==> src/shared/dsc_consts.svh <==
`ifndef DSC_CONSTS_SVH
`define DSC_CONSTS_SVH
// ==========================================================
// bus map (byte addresses)
`define DSC_ADDR_INWORD       8'h40
`define DSC_ADDR_LOAD         8'h44
`define DSC_ADDR_STATUS       8'h48
// ==========================================================
// destination indices carried in control word bits [2:0]
`define DSC_IDX_RF_N          3'h0
`define DSC_IDX_RF_REF        3'h1
`define DSC_IDX_RF_CTRL       3'h2
`define DSC_IDX_MASTER        3'h3
`define DSC_IDX_IF_N          3'h4
`define DSC_IDX_IF_REF        3'h5
`define DSC_IDX_IF_CTRL       3'h6
// ==========================================================
// rf_reference_and_modulus fields
`define DSC_RF_R_LSB          3
`define DSC_RF_R_MSB          6
`define DSC_MOD_LSB           7
`define DSC_MOD_MSB           18
// rf_control fields
`define DSC_RFC_CNT_RST       3
`define DSC_RFC_TRI           4
`define DSC_RFC_PD            5
`define DSC_RFC_NS0           6
`define DSC_RFC_POL           7
`define DSC_RFC_NS1           11
`define DSC_RFC_NS2           15
`define DSC_RFC_CP_LSB        9
`define DSC_RFC_CP_MSB        10
`define DSC_RFC_TEST_LSB      12
`define DSC_RFC_TEST_MSB      14
// master_control fields
`define DSC_MST_CNT_RST       3
`define DSC_MST_TRI           4
`define DSC_MST_PD            5
`define DSC_MST_XO_DIS        6
`define DSC_MST_MUX_LSB       7
`define DSC_MST_MUX_MSB       10
// if_feedback_divider / if_reference_divider fields
`define DSC_IFN_BOOST         23
`define DSC_IFR_R_LSB         3
`define DSC_IFR_R_MSB         17
`define DSC_IFR_DOUBLER       18
// ==========================================================
// noise and spur codes
`define DSC_NS_LOW_SPUR       3'h0
`define DSC_NS_LOW_BOTH       3'h1
`define DSC_NS_LOW_NOISE      3'h7
// lock detect: good cycles needed, comparator thresholds in ns
`define DSC_LOCK_COUNT        6'd40
`define DSC_LOCK_ERR_LOW_NS   15
`define DSC_LOCK_ERR_HIGH_NS  30
// reset value of every stored word
`define DSC_WORD_RESET        24'h00_0000
`endif

==> src/shared/dsc_pkg.sv <==
`default_nettype none
package dsc_pkg;
   // phase comparator flags of one section, sampled on its pfd tick
   typedef struct packed {
      logic err_below_low;   // error under the lock threshold
      logic err_above_high;  // error over the unlock threshold
   } dsc_phase_err_t;

   // software-visible state
   typedef struct packed {
      logic if_held;
      logic rf_held;
      logic power_down;
      logic mux_valid;
      logic if_lock;
      logic rf_lock;
   } dsc_status_t;

   // decoded rf loop settings
   typedef struct packed {
      logic       dither_enable;
      logic       pump_optimum;
      logic       pfd_polarity;
      logic [1:0] pump_current;
   } dsc_rf_cfg_t;
endpackage
`default_nettype wire

==> src/logic/dsc_control.sv <==
// Summary of operation
// - rf reference divides by 1 to 15
// - twelve bit fractional modulus field held
// - codes 010, 011 load rf control, master
// - codes 100, 101 load if dividers
// - noise field selects dither and pump mode
// - rf counter reset bit holds rf counters
// - rf power-down: load state, tristate, unlock
// - two bits select rf pump current
// - master reset holds all counters, aligned restart
// - master tristate floats both charge pumps
// - master power-down stops counters, buffer, lock
// - oscillator disable turns reference output off
// - master bits 10..7 select mux output
// - control writes lose mux selection
// - lock after 40 good cycles, clear on large error
// - if boost forces maximum pump current
// - if doubler counts both reference edges
// - if reference divides by 1 to 32767
// - code 001 loads rf reference and modulus
`include "dsc_consts.svh"
`default_nettype none
module dsc_control (
   input  wire logic                  core_clk,
   input  wire logic                  reset,
   input  wire logic [7:0]            avs_address,
   input  wire logic                  avs_read,
   input  wire logic                  avs_write,
   input  wire logic [31:0]           avs_writedata,
   output logic      [31:0]           avs_readdata,
   output logic                       avs_waitrequest,
   input  wire logic                  reference_input,
   input  wire dsc_pkg::dsc_phase_err_t rf_phase_err,
   input  wire dsc_pkg::dsc_phase_err_t if_phase_err,
   output logic                       rf_pfd_ref_tick,
   output logic                       if_pfd_ref_tick,
   output dsc_pkg::dsc_rf_cfg_t       rf_cfg,
   output logic [11:0]                fractional_modulus,
   output logic                       rf_counter_hold,
   output logic                       if_counter_hold,
   output logic                       rf_pump_tristate,
   output logic                       if_pump_tristate,
   output logic                       if_pump_force_max,
   output logic                       osc_buffer_enable,
   output logic                       reference_output_enable,
   output logic                       mux_output_pin
);
   // ==========================================================
   // bus slave: one wait cycle, answer on the second edge
   logic        ack;
   logic        bus_req;
   logic        wr_take;
   logic [23:0] in_word;
   logic [23:0] bank [0:7];
   logic        load_pulse;
   logic [2:0]  load_idx;
   dsc_pkg::dsc_status_t status;

   assign bus_req         = avs_read | avs_write;
   assign avs_waitrequest = bus_req & ~ack;
   assign wr_take         = avs_write & ack;

   // ack toggles so every request sees exactly one wait cycle
   always_ff @(posedge core_clk) begin
      if (reset) begin
         ack <= 1'b0;
      end else begin
         ack <= bus_req & ~ack;
      end
   end

   // read data captured in the wait cycle, stable at the answer edge
   always_ff @(posedge core_clk) begin
      if (reset) begin
         avs_readdata <= 32'h0000_0000;
      end else if (avs_read & ~ack) begin
         case (avs_address)
            `DSC_ADDR_INWORD: avs_readdata <= {8'h00, in_word};
            `DSC_ADDR_STATUS: avs_readdata <= {26'h000_0000, status};
            {3'h0, `DSC_IDX_RF_REF, 2'h0},
            {3'h0, `DSC_IDX_RF_CTRL, 2'h0},
            {3'h0, `DSC_IDX_MASTER, 2'h0},
            {3'h0, `DSC_IDX_IF_N, 2'h0},
            {3'h0, `DSC_IDX_IF_REF, 2'h0}: avs_readdata <= {8'h00, bank[avs_address[4:2]]};
            default: avs_readdata <= 32'h0000_0000; // unmapped reads zero
         endcase
      end
   end

   // ==========================================================
   // input register and load strobe
   // input register stays writable even in power-down
   always_ff @(posedge core_clk) begin
      if (reset) begin
         in_word <= `DSC_WORD_RESET;
      end else if (wr_take && avs_address == `DSC_ADDR_INWORD) begin
         in_word <= avs_writedata[23:0];
      end
   end

   assign load_pulse = wr_take && avs_address == `DSC_ADDR_LOAD;
   assign load_idx   = in_word[2:0];

   genvar gi;
   generate
      for (gi = 0; gi < 8; gi = gi + 1) begin : g_bank
         always_ff @(posedge core_clk) begin
            if (reset) begin
               bank[gi] <= `DSC_WORD_RESET;
            end else if (load_pulse && load_idx == 3'(gi)) begin
               bank[gi] <= in_word;
            end
         end
      end
   endgenerate

   // ==========================================================
   // decoded controls
   logic [23:0] rf_ref_w;
   logic [23:0] rf_ctl_w;
   logic [23:0] mst_w;
   logic [23:0] ifn_w;
   logic [23:0] ifr_w;
   logic        rf_pd;
   logic        mst_pd;
   logic [2:0]  noise_code;

   assign rf_ref_w = bank[`DSC_IDX_RF_REF];
   assign rf_ctl_w = bank[`DSC_IDX_RF_CTRL];
   assign mst_w    = bank[`DSC_IDX_MASTER];
   assign ifn_w    = bank[`DSC_IDX_IF_N];
   assign ifr_w    = bank[`DSC_IDX_IF_REF];
   assign rf_pd    = rf_ctl_w[`DSC_RFC_PD];
   assign mst_pd   = mst_w[`DSC_MST_PD];

   assign fractional_modulus = rf_ref_w[`DSC_MOD_MSB:`DSC_MOD_LSB];

   assign noise_code = {rf_ctl_w[`DSC_RFC_NS2], rf_ctl_w[`DSC_RFC_NS1], rf_ctl_w[`DSC_RFC_NS0]};
   always_ff @(posedge core_clk) begin
      if (reset) begin
         rf_cfg <= '0;
      end else begin
         rf_cfg.dither_enable <= (noise_code == `DSC_NS_LOW_SPUR);
         rf_cfg.pump_optimum  <= (noise_code == `DSC_NS_LOW_NOISE);
         rf_cfg.pfd_polarity  <= rf_ctl_w[`DSC_RFC_POL];  // host picks slope
         rf_cfg.pump_current  <= rf_ctl_w[`DSC_RFC_CP_MSB:`DSC_RFC_CP_LSB];
      end
   end

   // counters held or loaded
   // rf power-down also stops the if section
   always_ff @(posedge core_clk) begin
      if (reset) begin
         rf_counter_hold <= 1'b1;
         if_counter_hold <= 1'b1;
      end else begin
         rf_counter_hold <= rf_ctl_w[`DSC_RFC_CNT_RST] | mst_w[`DSC_MST_CNT_RST]
                            | rf_pd | mst_pd;
         if_counter_hold <= mst_w[`DSC_MST_CNT_RST] | rf_pd | mst_pd;
      end
   end

   always_ff @(posedge core_clk) begin
      if (reset) begin
         rf_pump_tristate <= 1'b1;
         if_pump_tristate <= 1'b1;
      end else begin
         rf_pump_tristate <= rf_ctl_w[`DSC_RFC_TRI] | mst_w[`DSC_MST_TRI] | rf_pd | mst_pd;
         if_pump_tristate <= mst_w[`DSC_MST_TRI] | rf_pd | mst_pd;
      end
   end

   always_ff @(posedge core_clk) begin
      if (reset) begin
         osc_buffer_enable       <= 1'b0;
         reference_output_enable <= 1'b0;
         if_pump_force_max       <= 1'b0;
      end else begin
         osc_buffer_enable       <= ~mst_pd;
         reference_output_enable <= ~mst_w[`DSC_MST_XO_DIS];
         if_pump_force_max       <= ifn_w[`DSC_IFN_BOOST]; // clearing restores setting
      end
   end

   // ==========================================================
   // reference pin: three flops, level moves when 2nd and 3rd agree
   logic [2:0] ref_sync;
   logic       ref_level;
   logic       ref_rise;
   logic       ref_fall;

   always_ff @(posedge core_clk) begin
      if (reset) begin
         ref_sync  <= 3'h0;
         ref_level <= 1'b0;
      end else begin
         ref_sync <= {ref_sync[1:0], reference_input};
         if (ref_sync[1] == ref_sync[2]) begin
            ref_level <= ref_sync[2];
         end
      end
   end
   assign ref_rise = (ref_sync[1] == ref_sync[2]) &  ref_sync[2] & ~ref_level;
   assign ref_fall = (ref_sync[1] == ref_sync[2]) & ~ref_sync[2] &  ref_level;

   // ==========================================================
   // reference dividers; held counters restart together from zero
   logic [3:0]  rf_rcnt;
   logic [3:0]  rf_ratio;
   logic [14:0] if_rcnt;
   logic [14:0] if_ratio;
   logic        if_edge;
   logic        rf_wrap;
   logic        if_wrap;

   // ratio zero is treated as one
   assign rf_ratio = (rf_ref_w[`DSC_RF_R_MSB:`DSC_RF_R_LSB] == 4'h0) ? 4'h1
                     : rf_ref_w[`DSC_RF_R_MSB:`DSC_RF_R_LSB];
   assign if_ratio = (ifr_w[`DSC_IFR_R_MSB:`DSC_IFR_R_LSB] == 15'h0000) ? 15'h0001
                     : ifr_w[`DSC_IFR_R_MSB:`DSC_IFR_R_LSB];
   assign if_edge  = ifr_w[`DSC_IFR_DOUBLER] ? (ref_rise | ref_fall) : ref_rise;
   assign rf_wrap  = (rf_rcnt == rf_ratio - 4'h1);
   assign if_wrap  = (if_rcnt == if_ratio - 15'h0001);

   always_ff @(posedge core_clk) begin
      if (reset || rf_counter_hold) begin
         rf_rcnt         <= 4'h0;
         rf_pfd_ref_tick <= 1'b0;
      end else begin
         rf_pfd_ref_tick <= ref_rise & rf_wrap;
         if (ref_rise) begin
            rf_rcnt <= rf_wrap ? 4'h0 : rf_rcnt + 4'h1;
         end
      end
   end

   always_ff @(posedge core_clk) begin
      if (reset || if_counter_hold) begin
         if_rcnt         <= 15'h0000;
         if_pfd_ref_tick <= 1'b0;
      end else begin
         if_pfd_ref_tick <= if_edge & if_wrap;
         if (if_edge) begin
            if_rcnt <= if_wrap ? 15'h0000 : if_rcnt + 15'h0001;
         end
      end
   end

   // ==========================================================
   // digital lock detect, one per section
   logic [1:0]                    lock;
   logic [1:0]                    lock_tick;
   logic [1:0]                    lock_clear;
   dsc_pkg::dsc_phase_err_t [1:0] lock_err;
   logic [5:0]                    good_cnt [0:1];

   assign lock_tick     = {if_pfd_ref_tick, rf_pfd_ref_tick};
   assign lock_err      = {if_phase_err, rf_phase_err};
   // new channel: any word to the section's divider registers
   assign lock_clear[0] = rf_counter_hold
                          | (load_pulse && load_idx == `DSC_IDX_RF_N)
                          | (load_pulse && load_idx == `DSC_IDX_RF_REF);
   assign lock_clear[1] = if_counter_hold
                          | (load_pulse && load_idx == `DSC_IDX_IF_N)
                          | (load_pulse && load_idx == `DSC_IDX_IF_REF);

   generate
      for (gi = 0; gi < 2; gi = gi + 1) begin : g_lock
         // count good cycles, drop on large error
         always_ff @(posedge core_clk) begin
            if (reset || lock_clear[gi]) begin
               good_cnt[gi] <= 6'd0;
               lock[gi]     <= 1'b0;
            end else if (lock_tick[gi]) begin
               if (lock_err[gi].err_above_high) begin
                  good_cnt[gi] <= 6'd0;
                  lock[gi]     <= 1'b0;
               end else if (!lock_err[gi].err_below_low) begin
                  good_cnt[gi] <= 6'd0;   // a middling error keeps lock, breaks the run
               end else if (good_cnt[gi] != `DSC_LOCK_COUNT) begin
                  good_cnt[gi] <= good_cnt[gi] + 6'd1;
                  if (good_cnt[gi] == `DSC_LOCK_COUNT - 6'd1) begin
                     lock[gi] <= 1'b1;
                  end
               end
            end
         end
      end
   endgenerate

   // ==========================================================
   // output multiplexer
   logic       mux_valid;
   logic [3:0] mux_sel;
   logic       next_mux_out;

   // control writes invalidate; master write restores
   always_ff @(posedge core_clk) begin
      if (reset) begin
         mux_valid <= 1'b0;
      end else if (load_pulse && load_idx == `DSC_IDX_MASTER) begin
         mux_valid <= 1'b1;
      end else if (load_pulse && (load_idx == `DSC_IDX_RF_CTRL
                                  || load_idx == `DSC_IDX_IF_CTRL)) begin
         mux_valid <= 1'b0;
      end
   end

   assign mux_sel = mst_w[`DSC_MST_MUX_MSB:`DSC_MST_MUX_LSB];
   always_comb begin
      case (mux_sel)
         4'h1:    next_mux_out = lock[0];
         4'h2:    next_mux_out = lock[1];
         4'h3:    next_mux_out = lock[0] & lock[1];
         4'h4:    next_mux_out = rf_pfd_ref_tick;
         4'h5:    next_mux_out = if_pfd_ref_tick;
         4'h6:    next_mux_out = ref_level;
         4'h7:    next_mux_out = 1'b1;
         default: next_mux_out = 1'b0;
      endcase
   end

   // a lost selection drives low rather than a stale source
   always_ff @(posedge core_clk) begin
      if (reset) begin
         mux_output_pin <= 1'b0;
      end else begin
         mux_output_pin <= mux_valid & next_mux_out;
      end
   end

   assign status = '{if_held: if_counter_hold, rf_held: rf_counter_hold,
                     power_down: rf_pd | mst_pd, mux_valid: mux_valid,
                     if_lock: lock[1], rf_lock: lock[0]};
endmodule
`default_nettype wire

==> config.mk <==
export PLATFORM = sky130hd
export DESIGN_NAME = dsc_control
export DESIGN_NICKNAME = d
export VERILOG_FILES = /design/src/shared/dsc_pkg.sv /design/src/logic/dsc_control.sv
export VERILOG_INCLUDE_DIRS = /design/src /design/src/shared
export SDC_FILE = /design/constraint.sdc
export NUM_CORES = 1
export LEC_CHECK = 0
export BUFFER_PORTS_ARGS = -buffer_cell sky130_fd_sc_hd__buf_2
export CORE_ASPECT_RATIO = 0.6
export CORE_MARGIN = 8
export CORE_UTILIZATION = 60
export DETAILED_ROUTE_END_ITERATION = 10
export PLACE_DENSITY = 0.89
export REMOVE_ABC_BUFFERS = 1
export SYNTH_ARGS = -nofsm -noshare
export SYNTH_HDL_FRONTEND = slang
export SYNTH_SLANG_ARGS = --single-unit
==> constraint.sdc <==
create_clock -name core_clk -period 4.21 [get_ports core_clk]
set_input_delay 0 -clock core_clk [delete_from_list [all_inputs] [get_ports core_clk]]
set_output_delay 0 -clock core_clk [all_outputs]
set_load 0.005 [all_outputs]
Yosys cells after proc, flatten, opt, wreduce, memory -nomap -nowiden
Memory sizes are Yosys's and may differ from the RTL's. A register that Yosys moved wholly into a read port is not among the register bits.
Index checks and enable logic that the tools add are counted.
{ "classes": {"add_sub_neg": 6, "n_eq_ne": 30, "mux": 91, "n_bitwise": 47, "n_reduce_logical": 30} }
{ "ops": {"columns": ["operator", "count"], "rows": [
  ["$mux W24", 8],
  ["$pmux W24 S3", 1],
  ["$mux W1", 71],
  ["$mux W6", 6],
  ["$or A1 B1 Y1", 31],
  ["$mux W15", 2],
  ["$eq A8 B7 Y1 const B", 3],
  ["$eq A4 B3 Y1 const B", 4],
  ["$eq A8 B4 Y1 const B", 2],
  ["$eq A8 B5 Y1 const B", 2],
  ["$add A15 B1 Y15 const B", 1],
  ["$eq A15 B15 Y1", 1],
  ["$eq A3 B3 Y1 const B", 5],
  ["$logic_not A15 Y1", 1],
  ["$sub A15 B1 Y15 const B", 1],
  ["$reduce_bool A2 Y1", 7],
  ["$add A6 B1 Y6 const B", 2],
  ["$eq A6 B6 Y1 const B", 2],
  ["$ne A6 B6 Y1 const B", 2],
  ["$and A1 B1 Y1", 11],
  ["$logic_and A1 B1 Y1", 11],
  ["$eq A4 B2 Y1 const B", 2],
  ["$eq A8 B3 Y1 const B", 1],
  ["$mux W4", 2],
  ["14 further kinds", 25]
]} }
{ "word_totals": {"register_bits": 97, "ram_bits": 204, "in_bits": 49, "n_memories": 2} }
{ "mem_list": {"columns": ["name", "depth", "width", "read_ports", "rd_ports_with_merged_regs", "wr", "line_no", "text"], "rows": [
  ["bank", 8, 24, 6, 1, 8, "dsc_control.sv:54", "logic [23:0] bank [0:7];"],
  ["good_cnt", 2, 6, 2, 0, 2, "dsc_control.sv:255", "logic [5:0] good_cnt [0:1];"]
]} }

Longest topological paths before layout
Gate-level depths: netlist of run 1.
{ "depth": {"ltp_word": 11, "mapped_depth": 14, "depth_no_buf": 12} }

Worst setup path after synthesis of run 1
Ideal clock, no wire load.
{ "synth_timing": {"path_kind": "register to register", "startpoint": "memory bank[5][14]", "endpoint": "register if_rcnt[12]", "arrival_time_ns": 3.355, "required_ns": 4.095, "slack_ns": 0.740, "stages_incl_launch_ff": 14, "n_path_buf": 1, "path_cell_list": "edfxtp_1 or4_4 or3_4 nor3_2 nor2_1 ha_1 nor3b_1 xor2_1 o22a_1 a222oi_1 and4_1 a41o_4 buf_12 nor2_2"} }
{ "synth_lines": {"columns": ["element", "line_no", "text"], "rows": [
  ["start, declared", "dsc_control.sv:54", null],
  ["end signal, assigned", "dsc_control.sv:244", "if_rcnt <= if_wrap ? 15'h0000 : if_rcnt + 15'h0001;"],
  ["end, declared", "dsc_control.sv:210", "logic [14:0] if_rcnt;"]
]} }

==> results of run 1 <==
-- cell type report --
| cell class | count | area share |
|---|---|---|
| Clock inverter | 14 | 0.00806 |
| Sequential cell | 294 | 0.510 |
| Multi-Input combinational cell | 730 | 0.344 |
| Inverter | 15 | 0.00363 |
| Clock buffer | 38 | 0.0489 |
| Tap cell | 308 | 0.0248 |
| Timing Repair Buffer | 145 | 0.0603 |
-- flip-flops by register name, summed over array words and instances (netlist names), 2 cells and up --
| register | count |
|---|---|
| ref_sync | 3 |
| lock | 2 |
| if_rcnt | 15 |
| good_cnt | 12 |
| bank | 192 |
| rf_rcnt | 4 |
| in_word | 24 |
| rf_cfg | 5 |
| avs_readdata | 24 |
-- cells by family (layout without fill, tap and decap cells) --
logic type | Yosys count | in the layout | share of synthesized area
compound gates | 117 | 117 | 0.0572
xor+xnor | 45 | 45 | 0.0289
fa+ha+maj | 10 | 10 | 0.00919
buf+inv | 100 | 212 | 0.0355
flops | 294 | 294 | 0.582
mux | 83 | 83 | 0.105
other cells | 1 | 20 | 0.000275
simple gates | 455 | 455 | 0.181
-- power by group --
part | internal [mW] | total [mW] | switching [mW] | leakage, nW
combinational | 0.157 | 0.351 | 0.194 | 2.47
sequential | 3.16 | 3.21 | 0.0453 | 2.85
clock | 1.39 | 2.48 | 1.09 | 0.431
-- worst min-delay path, delay by kind of cell --
family / cells / cell delay [ns]
compound gates: 1 / 0.25
buf+inv: 2 / 0.19
simple gates: 1 / 0.08
-- per-stage QoR --
stage                     worst slack (ns)  std cells  hold WS, ns  power [mW]
after detailed placement             0.463       1461        0.215        3.59
after CTS                            0.446       1544      0.00607        6.04
after floorplan                      0.764       1039       0.0667        3.43
after global routing                 0.227       1544       0.0707        6.19
final                                0.444       1544       0.0188        6.04
after global placement               0.518       1461        0.205        3.58
-- placed cells by master, fill, tap and decap left out, types with 5 or more instances in the layout --
master / count
clkbuf_1: 9
nand3_1: 10
dfxtp_1: 90
buf_2: 92
o221ai_1: 6
a22oi_1: 17
nor2b_1: 14
nand4_1: 7
or4_1: 7
nand2_1: 96
ha_1: 10
dlygate4sd3_1: 31
o21ai_0: 30
inv_1: 15
nor3_1: 16
nand2b_1: 8
clkinv_2: 5
mux2i_1: 35
edfxtp_1: 204
xnor2_1: 21
buf_4: 22
a21oi_1: 33
xor2_1: 24
and2_1: 168
nor2_2: 10
clkbuf_16: 29
nor2_1: 77
mux4_2: 47
conb_1: 20
o21bai_2: 6
-- Yosys cell counts (3+ instances only) --
cell and instances:
xor2_1 24, nor2_2 10, nor3_1 21, buf_2 12, mux4_2 47, nor4b_1 3, nand4_1 7, xnor2_1 21
o21bai_1 6, a211oi_1 3, or2_2 3, nor2_1 77, and2_1 168, nand2b_1 8, a21o_1 3, o221ai_1 6
clkbuf_1 41, o21ai_0 30, edfxtp_1 204, nand3b_1 4, buf_1 10, or4_1 7, mux2i_1 35, ha_1 10
nor2b_1 14, dfxtp_1 90, inv_1 15, nand3_1 10, nand2_1 96, a22oi_1 17, buf_4 20, and3_1 3
a21oi_1 33, nor4_1 4
-- routing by layer --
| layer | vias up | share of wire |
|---|---|---|
| met2 | 499 | 0.46 |
| li1 | 4155 | - |
| met5 | - | 0.00035 |
| met4 | 2 | 0.024 |
| met1 | 4554 | 0.41 |
| met3 | 66 | 0.11 |
-- final timing paths --
path              cells past startpoint                       to  slack (ns)            from
hold / removal                        4                mux_valid        0.02  avs_address[6]
setup / recovery                     12               if_rcnt[3]        0.44     bank[5][14]
setup reg to reg                     12               if_rcnt[3]        0.44     bank[5][14]
hold reg to reg                       1  reference_output_enable        0.44      bank[3][6]
==> run_results.csv, run 1 <==
group,metric,value,unit
sta,setup_viol,0,
floorplan,num_rows,42,
global_route,grtUsageTotal,0.245,
finish,multi_input_area,0.00534,mm2
worst_setup_path,worstPathRequired,4.65,ns
global_route,grt_max_degree,49,
synthesis,avgSynthCellArea,12.3,um2
clocking,cts_hold_buf,31,
worst_setup_path,slowest_delay,0.60,ns
synthesis,synth_seq_cells,294,
synthesis,syn_area,0.0136,mm2
floorplan,die_area,0.0279,mm2
finish,postLayoutCellArea,0.0155,mm2
synthesis,synth_enable_flop_cells,204,
clocking,cts_buffers,28,
synthesis,synthDistinctLibCells,70,
worst_setup_path,path_buf_inv,0,
clocking,clockBufferDepth,3,
clocking,cts_resized,0,
finish,utilization,0.700,
pwr,powerDensity,389,mW/mm2
floorplan,core,0.0222,mm2
sta,relSlewSlack,0.224,
global_route,grtUsageMet3,0.0578,
flow_run,max-cap-violations,0,
worst_setup_path,worst_setup_path_start_kind,"flip-flop",
detailed_routing,antenna_left,0,
finish,nFillCells,1501,
worst_setup_path,cp_max_fo,14,
finish,synthToLayoutAreaGrowth,14.1,%
synthesis,yosysTopAreaCell,"edfxtp_1",
floorplan,die_w,210,um
sta,finalClockSkew,0.00964,ns
synthesis,synth_flop_cell,"edfxtp_1",
sta,rsz0062_at_grt,"false",
synthesis,syn_inst,1105,
worst_setup_path,crit_arrival,4.20,ns
clocking,cts_root_buffer,"clkbuf_16",
floorplan,start_util,0.614,
sta,fin_crit_sh,0.895,
status,status,"finished clean",
sta,finalSetupTns,0,ns
floorplan,die_h,133,um
clocking,htreeDepth,1,
global_route,grt_overflow,0,
detailed_routing,viasPerCell,6.01,
global_route,grt_pass1_vias,9417,
global_route,grtUsageMet2,0.388,
sta,worst_slew_pin_slew,1.16,ns
worst_setup_path,cp_cell_sequence,"or4_4 > or3_4 > nor3_2 > nor2_1 > ha_1 > nor3b_1 > xor2_1 > o22a_1 > a222oi_1 > and4_1 > a41o_4 > nor2_1",
finish,nets,1273,
sta,clock.fmax,266,MHz
finish,register_area,0.00793,mm2
placed_design,io_buffers,92,
hold_path,hold_path_class,"in2reg",
detailed_routing,drc,0,
global_route,grt.busiest_layer,"met2",
placed_design,post-dp-hpwl,21600,um
pwr,vdd_ir_drop_max,311,uV
worst_setup_path,critPathCaptureType,"flip-flop",
clocking,cts_tree,"built",
placed_design,gp_congestion,0.866,
sta,hold_violations,0,
clocking,clock-sinks,294,
clocking,cts_setup_buffers,0,
global_route,grt_pass1_wl,53800,um
synthesis,synth_area_leaders,"edfxtp_1, dfxtp_1, mux4_2",
detailed_routing,post_drt_wl_per_cell,22.3,um
clocking,clk_pin_slew,0.07,ns
worst_setup_path,critPathKind,"reg2reg",
global_route,antenna_found_initial,1,
sta,slew_viol_final,0,
finish,drive_gt1_frac,0.194,
detailed_routing,vias,9276,
synthesis,async_reset_ff_frac,0,
detailed_routing,first_pass_iters,5,
worst_setup_path,crit_family,"simple AND/OR/NAND/NOR gates",
pwr,power.static_leakage,5.74,nW
worst_setup_path,critical-path-slowest-cell,"or4_4",
global_route,met1_usage,0.339,
detailed_routing,wirelength,34400,um
sta,fin_crit,3.77,ns
placed_design,placed_cell_area,0.0143,mm2
clocking,clk_latency,0.55,ns
worst_setup_path,crit_top_cell,"nor2_1",
detailed_routing,drtIter0Drc,1069,
floorplan,io_pins,109,
synthesis,yosys.area.top_type_share,0.450,
synthesis,ys_warn_count,0,
synthesis,ys_seq_area_frac,0.582,
finish,diodes,0,
Power figures use the tool's default switching activity.
==> run 2, diff against run 1 <==
Settings changed: RECOVER_POWER set to 25.
==> run 2 against run 1 <==
The flow now finishes with violations (max-capacitance violations, max-slew violations). Power about the same. Design area is 0.53% lower. Critical endpoint unchanged. Global-route usage stayed put. Critical path depth unchanged. Sequential cell count did not move. Final cell count unchanged.
==> run_results.csv, run 2 (synthesis gave the netlist of run 1 again) <==
group,metric,value,unit
status,status,"finished with violations",
status,failed_checks,"max-capacitance violations, max-slew violations",
sta,finalSetupTns,0,ns
clocking,clock-sinks,294,
global_route,grtUsageTotal,0.245,
floorplan,core,0.0222,mm2
global_route,grt_max_degree,49,
global_route,grt_pass1_vias,9417,
worst_setup_path,critPathCaptureType,"flip-flop",
floorplan,die_h,133,um
clocking,cts_root_buffer,"clkbuf_16",
global_route,antenna_found_initial,1,
sta,setup_viol,0,
worst_setup_path,crit_top_cell,"nor2_1",
global_route,grt_overflow,0,
detailed_routing,vias,9260,
pwr,vdd_ir_drop_max,310,uV
sta,relSlewSlack,-1.03,
flow_run,max-cap-violations,3,
worst_setup_path,crit_arrival,4.20,ns
finish,multi_input_area,0.00532,mm2
detailed_routing,post_drt_wl_per_cell,22.2,um
finish,top_register,"bank",
worst_setup_path,worst_setup_path_start_kind,"flip-flop",
detailed_routing,viasPerCell,6.00,
finish,nets,1273,
sta,rsz0062_at_grt,"false",
clocking,clk_pin_slew,0.07,ns
finish,register_area,0.00793,mm2
placed_design,place_inst,1461,
pwr,power.static_leakage,5.56,nW
detailed_routing,wirelength,34400,um
finish,synthToLayoutAreaGrowth,13.5,%
sta,fin_crit_sh,0.894,
worst_setup_path,cp_cell_sequence,"or4_4 > or3_4 > nor3_2 > nor2_1 > ha_1 > nor3b_1 > xor2_1 > o22a_1 > a222oi_1 > and4_1 > a41o_4 > nor2_1",
sta,worst_slew_pin_slew,3.04,ns
worst_setup_path,worstPathRequired,4.65,ns
finish,largestRegisters,"bank: 192 flops, avs_readdata: 24 flops, in_word: 24 flops",
detailed_routing,antenna_left,0,
sta,fin_crit,3.76,ns
finish,largest_register_ffs,192,
finish,diodes,0,
worst_setup_path,critical-path-slowest-cell,"or4_4",
clocking,cts_buffers,28,
clocking,htreeDepth,1,
floorplan,io_pins,109,
floorplan,num_rows,42,
clocking,clockBufferDepth,3,
pwr,powerDensity,391,mW/mm2
pwr,power,6.04,mW
finish,drive_gt1_frac,0.155,
floorplan,die_area,0.0279,mm2
worst_setup_path,cp_max_fo,14,
detailed_routing,first_pass_iters,5,
sta,clock.fmax,266,MHz
placed_design,placed_cell_area,0.0143,mm2
clocking,cts_setup_buffers,0,
placed_design,io_buffers,92,
finish,postLayoutCellArea,0.0154,mm2
clocking,clk_latency,0.55,ns
sta,setup_ws,0.446,ns
placed_design,place_ws,0.463,ns
placed_design,gp_congestion,0.866,
clocking,cts_tree,"built",
floorplan,die_w,210,um
detailed_routing,drtIter0Drc,1046,
sta,finalClockSkew,0.00798,ns
worst_setup_path,slowest_delay,0.60,ns
finish,final_common_cell,"edfxtp_1",
sta,hold_violations,0,
finish,final_cell_mix,"edfxtp_1, and2_1, nand2_1",
finish,layout.cells.non_filler,1544,
sta,slew_viol_final,134,
finish,nFillCells,1530,
placed_design,post-dp-hpwl,21600,um
hold_path,hold_path_class,"in2reg",
global_route,grt_pass1_wl,53800,um
floorplan,start_util,0.614,
worst_setup_path,critPathKind,"reg2reg",
detailed_routing,drc,0,
run 2: final cells by class:
| cell class | count | area share |
|---|---|---|
| multi-input combinational | 730 | 0.345 |
| sequential | 294 | 0.513 |
| clock inverter | 14 | 0.00810 |
| timing repair buffer | 145 | 0.0565 |
| tap | 308 | 0.0249 |
| inverter | 15 | 0.00364 |
| clock buffer | 38 | 0.0492 |
run 2: layer usage:
metal	global-route usage	up-vias	part of all wire
met5	0	-	0.00035
met4	0.0627	2	0.024
met3	0.0578	68	0.12
met2	0.388	511	0.46
met1	0.339	4528	0.40
li1	-	4151	-
run 2: stage by stage:
step,util,hold slack (ns)
floorplan,-,0.0667
global placement,0.646,0.205
detailed placement,0.646,0.215
CTS,0.700,0.00607
global route,0.697,0.0781
finish,0.697,0.0290
run 2: what timing repair did:
action,4_1_cts,5_1_grt
hold endpoints to repair,30,0
hold buffers,31,0
endpoints found under the setup margin,0,0
gates resized for setup,0,0
run 2: final timing paths:
path	to	slack, ns	startpoint	depth (start not counted)
worst max-delay path	if_rcnt[3]	0.45	bank[5][14]	12
worst min-delay path	mux_valid	0.03	avs_address[6]	4
worst max register to register	if_rcnt[3]	0.45	bank[5][14]	12
worst min register to register	reference_output_enable	0.44	bank[3][6]	1
run 2: report_power, final:
| part | switching (mW) | internal (mW) | total (mW) |
|---|---|---|---|
| Sequential | 0.0455 | 3.16 | 3.21 |
| Clock | 1.09 | 1.39 | 2.48 |
| Combinational | 0.194 | 0.157 | 0.351 |
| Total | 1.33 | 4.71 | 6.04 |
run 2: worst max-delay path, delay by kind of cell, from the launching register on:
kind	cells	cell delay, ns
simple gates	7	1.81
fa+ha+maj	1	0.27
compound gates	3	0.91
xor+xnor	1	0.17
flops	1	0.49
==> run 3, diff against run 2 <==
Settings changed: CORE_ASPECT_RATIO 0.6 to not set, CORE_MARGIN 8 to 1.5.
==> run 3 against run 2 <==
The flow still finishes with violations (max-capacitance violations, max-slew violations). Count of clock-buffer cells in the layout down 1. Via count increased by 3.4%. Utilization grew 1.1 points. Non-clock buffer count increased by 11. Power increased by 2.4%.
==> run_results.csv, run 3 (synthesis gave the netlist of run 1 again) <==
group,metric,value,unit
sta,hold_slack,0.0547,ns
floorplan,core,0.0220,mm2
worst_setup_path,critPathCaptureType,"flip-flop",
status,failed_checks,"max-capacitance violations, max-slew violations",
global_route,grt_pass1_vias,9711,
sta,relSlewSlack,-0.129,
finish,multi_input_area,0.00530,mm2
detailed_routing,drtIter0Drc,1276,
detailed_routing,viasPerCell,6.26,
finish,final_common_cell,"edfxtp_1",
placed_design,gp_congestion,0.904,
sta,rsz0062_at_grt,"false",
worst_setup_path,crit_arrival,4.24,ns
flow_run,max-cap-violations,2,
clocking,clk_latency,0.55,ns
pwr,power.static_leakage,5.70,nW
sta,finalClockSkew,0.0113,ns
finish,utilization,0.708,
clocking,clk_pin_slew,0.07,ns
clocking,clock-sinks,294,
finish,largestRegisters,"bank: 192 flops, avs_readdata: 24 flops, in_word: 24 flops",
finish,drive_gt1_frac,0.171,
detailed_routing,wirelength,35500,um
worst_setup_path,critPathKind,"reg2reg",
floorplan,die_w,154,um
worst_setup_path,rrSetupSlack,0.41,ns
clocking,htreeDepth,1,
placed_design,post-dp-hpwl,21500,um
status,status,"finished with violations",
worst_setup_path,startpoint,"bank[5][16]",
sta,hold_violations,0,
pwr,powerDensity,397,mW/mm2
finish,nets,1285,
finish,synthToLayoutAreaGrowth,14.5,%
placed_design,placed_cell_area,0.0143,mm2
finish,final_cell_mix,"edfxtp_1, and2_1, nand2_1",
sta,worst_slew_pin_slew,1.69,ns
clocking,cts_hold_buf,36,
worst_setup_path,worst_setup_path_start_kind,"flip-flop",
detailed_routing,antenna_left,0,
detailed_routing,post_drt_wl_per_cell,23.2,um
global_route,grt_overflow,0,
global_route,antenna_found_initial,1,
finish,postLayoutCellArea,0.0156,mm2
finish,register_area,0.00793,mm2
floorplan,io_pins,109,
sta,finalSetupTns,0,ns
worst_setup_path,r2r_start,"bank[5][16]",
floorplan,die_h,154,um
finish,nFillCells,1400,
clocking,cts_setup_buffers,0,
detailed_routing,vias,9577,
detailed_routing,first_pass_iters,6,
clocking,clockBufferDepth,3,
placed_design,io_buffers,92,
worst_setup_path,worstPathRequired,4.65,ns
sta,slew_viol_final,70,
clocking,cts_buffers,29,
detailed_routing,drc,0,
clocking,cts_root_buffer,"clkbuf_16",
global_route,grt_max_degree,47,
floorplan,die_area,0.0236,mm2
sta,setup_viol,0,
clocking,cts_tree,"built",
finish,largest_register_ffs,192,
global_route,grtUsageTotal,0.306,
floorplan,num_rows,54,
clocking,cts_resized,0,
worst_setup_path,cp_max_fo,14,
sta,fin_crit_sh,0.903,
finish,top_register,"bank",
hold_path,hp-start,"avs_address[6]",
floorplan,start_util,0.618,
pwr,vdd_ir_drop_max,396,uV
sta,fin_crit,3.80,ns
hold_path,hold_path_class,"in2reg",
global_route,grt_pass1_wl,54700,um
sta,clock.fmax,263,MHz
-- run 3: cell types whose count changed in the layout (fill, tap and decap cells not counted), moves of 4 or more --
cell	previous run	this run
clkbuf_8	0	4
and2_0	15	9
and2_1	153	159
clkbuf_1	54	38
dlygate4sd3_1	31	36
buf_2	49	62
-- run 3: final cells by class --
type | instances | area share
flip-flops and latches | 294 | 0.509
multi-input cells | 730 | 0.340
repair buffers | 156 | 0.0634
clock buffers | 37 | 0.0510
well taps | 280 | 0.0225
clock inverters | 16 | 0.0105
inverters | 15 | 0.00361
diodes | 1 | 0.000161
-- run 3: path summary, 6_finish.rpt --
kind | cells after the start | endpoint
hold reg to reg | 1 | ref_sync[1]
setup / recovery | 12 | if_rcnt[3]
hold / removal | 4 | mux_valid
setup reg to reg | 12 | if_rcnt[3]
-- run 3: power breakdown --
| group | switching [mW] | total [mW] | internal, mW | leakage [nW] |
|---|---|---|---|---|
| clock | 1.10 | 2.61 | 1.52 | 0.470 |
| sequential | 0.0471 | 3.21 | 3.16 | 2.85 |
| combinational | 0.202 | 0.361 | 0.159 | 2.38 |
-- run 3: through the flow --
| step | instances | setup WS, ns | power, mW |
|---|---|---|---|
| final | 1529 | 0.409 | 6.19 |
| after floorplan | 1039 | 0.764 | 3.43 |
| after detailed placement | 1439 | 0.556 | 3.60 |
| after global placement | 1439 | 0.584 | 3.58 |
| after global routing | 1529 | 0.200 | 6.33 |
| after CTS | 1528 | 0.446 | 6.18 |
-- run 3: metal layers --
metal / vias to the layer above / part of all wire / GRT usage
li1: 4166 / - / -
met1: 4644 / 0.35 / 0.389
met2: 635 / 0.48 / 0.501
met3: 132 / 0.11 / 0.0668
met4: 0 / 0.052 / 0.150
met5: - / 0 / 0
-- run 3: worst max-delay path: stages (launching register included) --
cell and delay (ns):
edfxtp_1 0.45, or4_4 0.57, or3_4 0.38, nor3_2 0.19, nor2_1 0.07, ha_1 0.28, nor3b_1 0.23, xor2_1 0.18
o22a_1 0.27, a222oi_1 0.30, and4_1 0.30, a41o_4 0.37, nor2_1 0.07
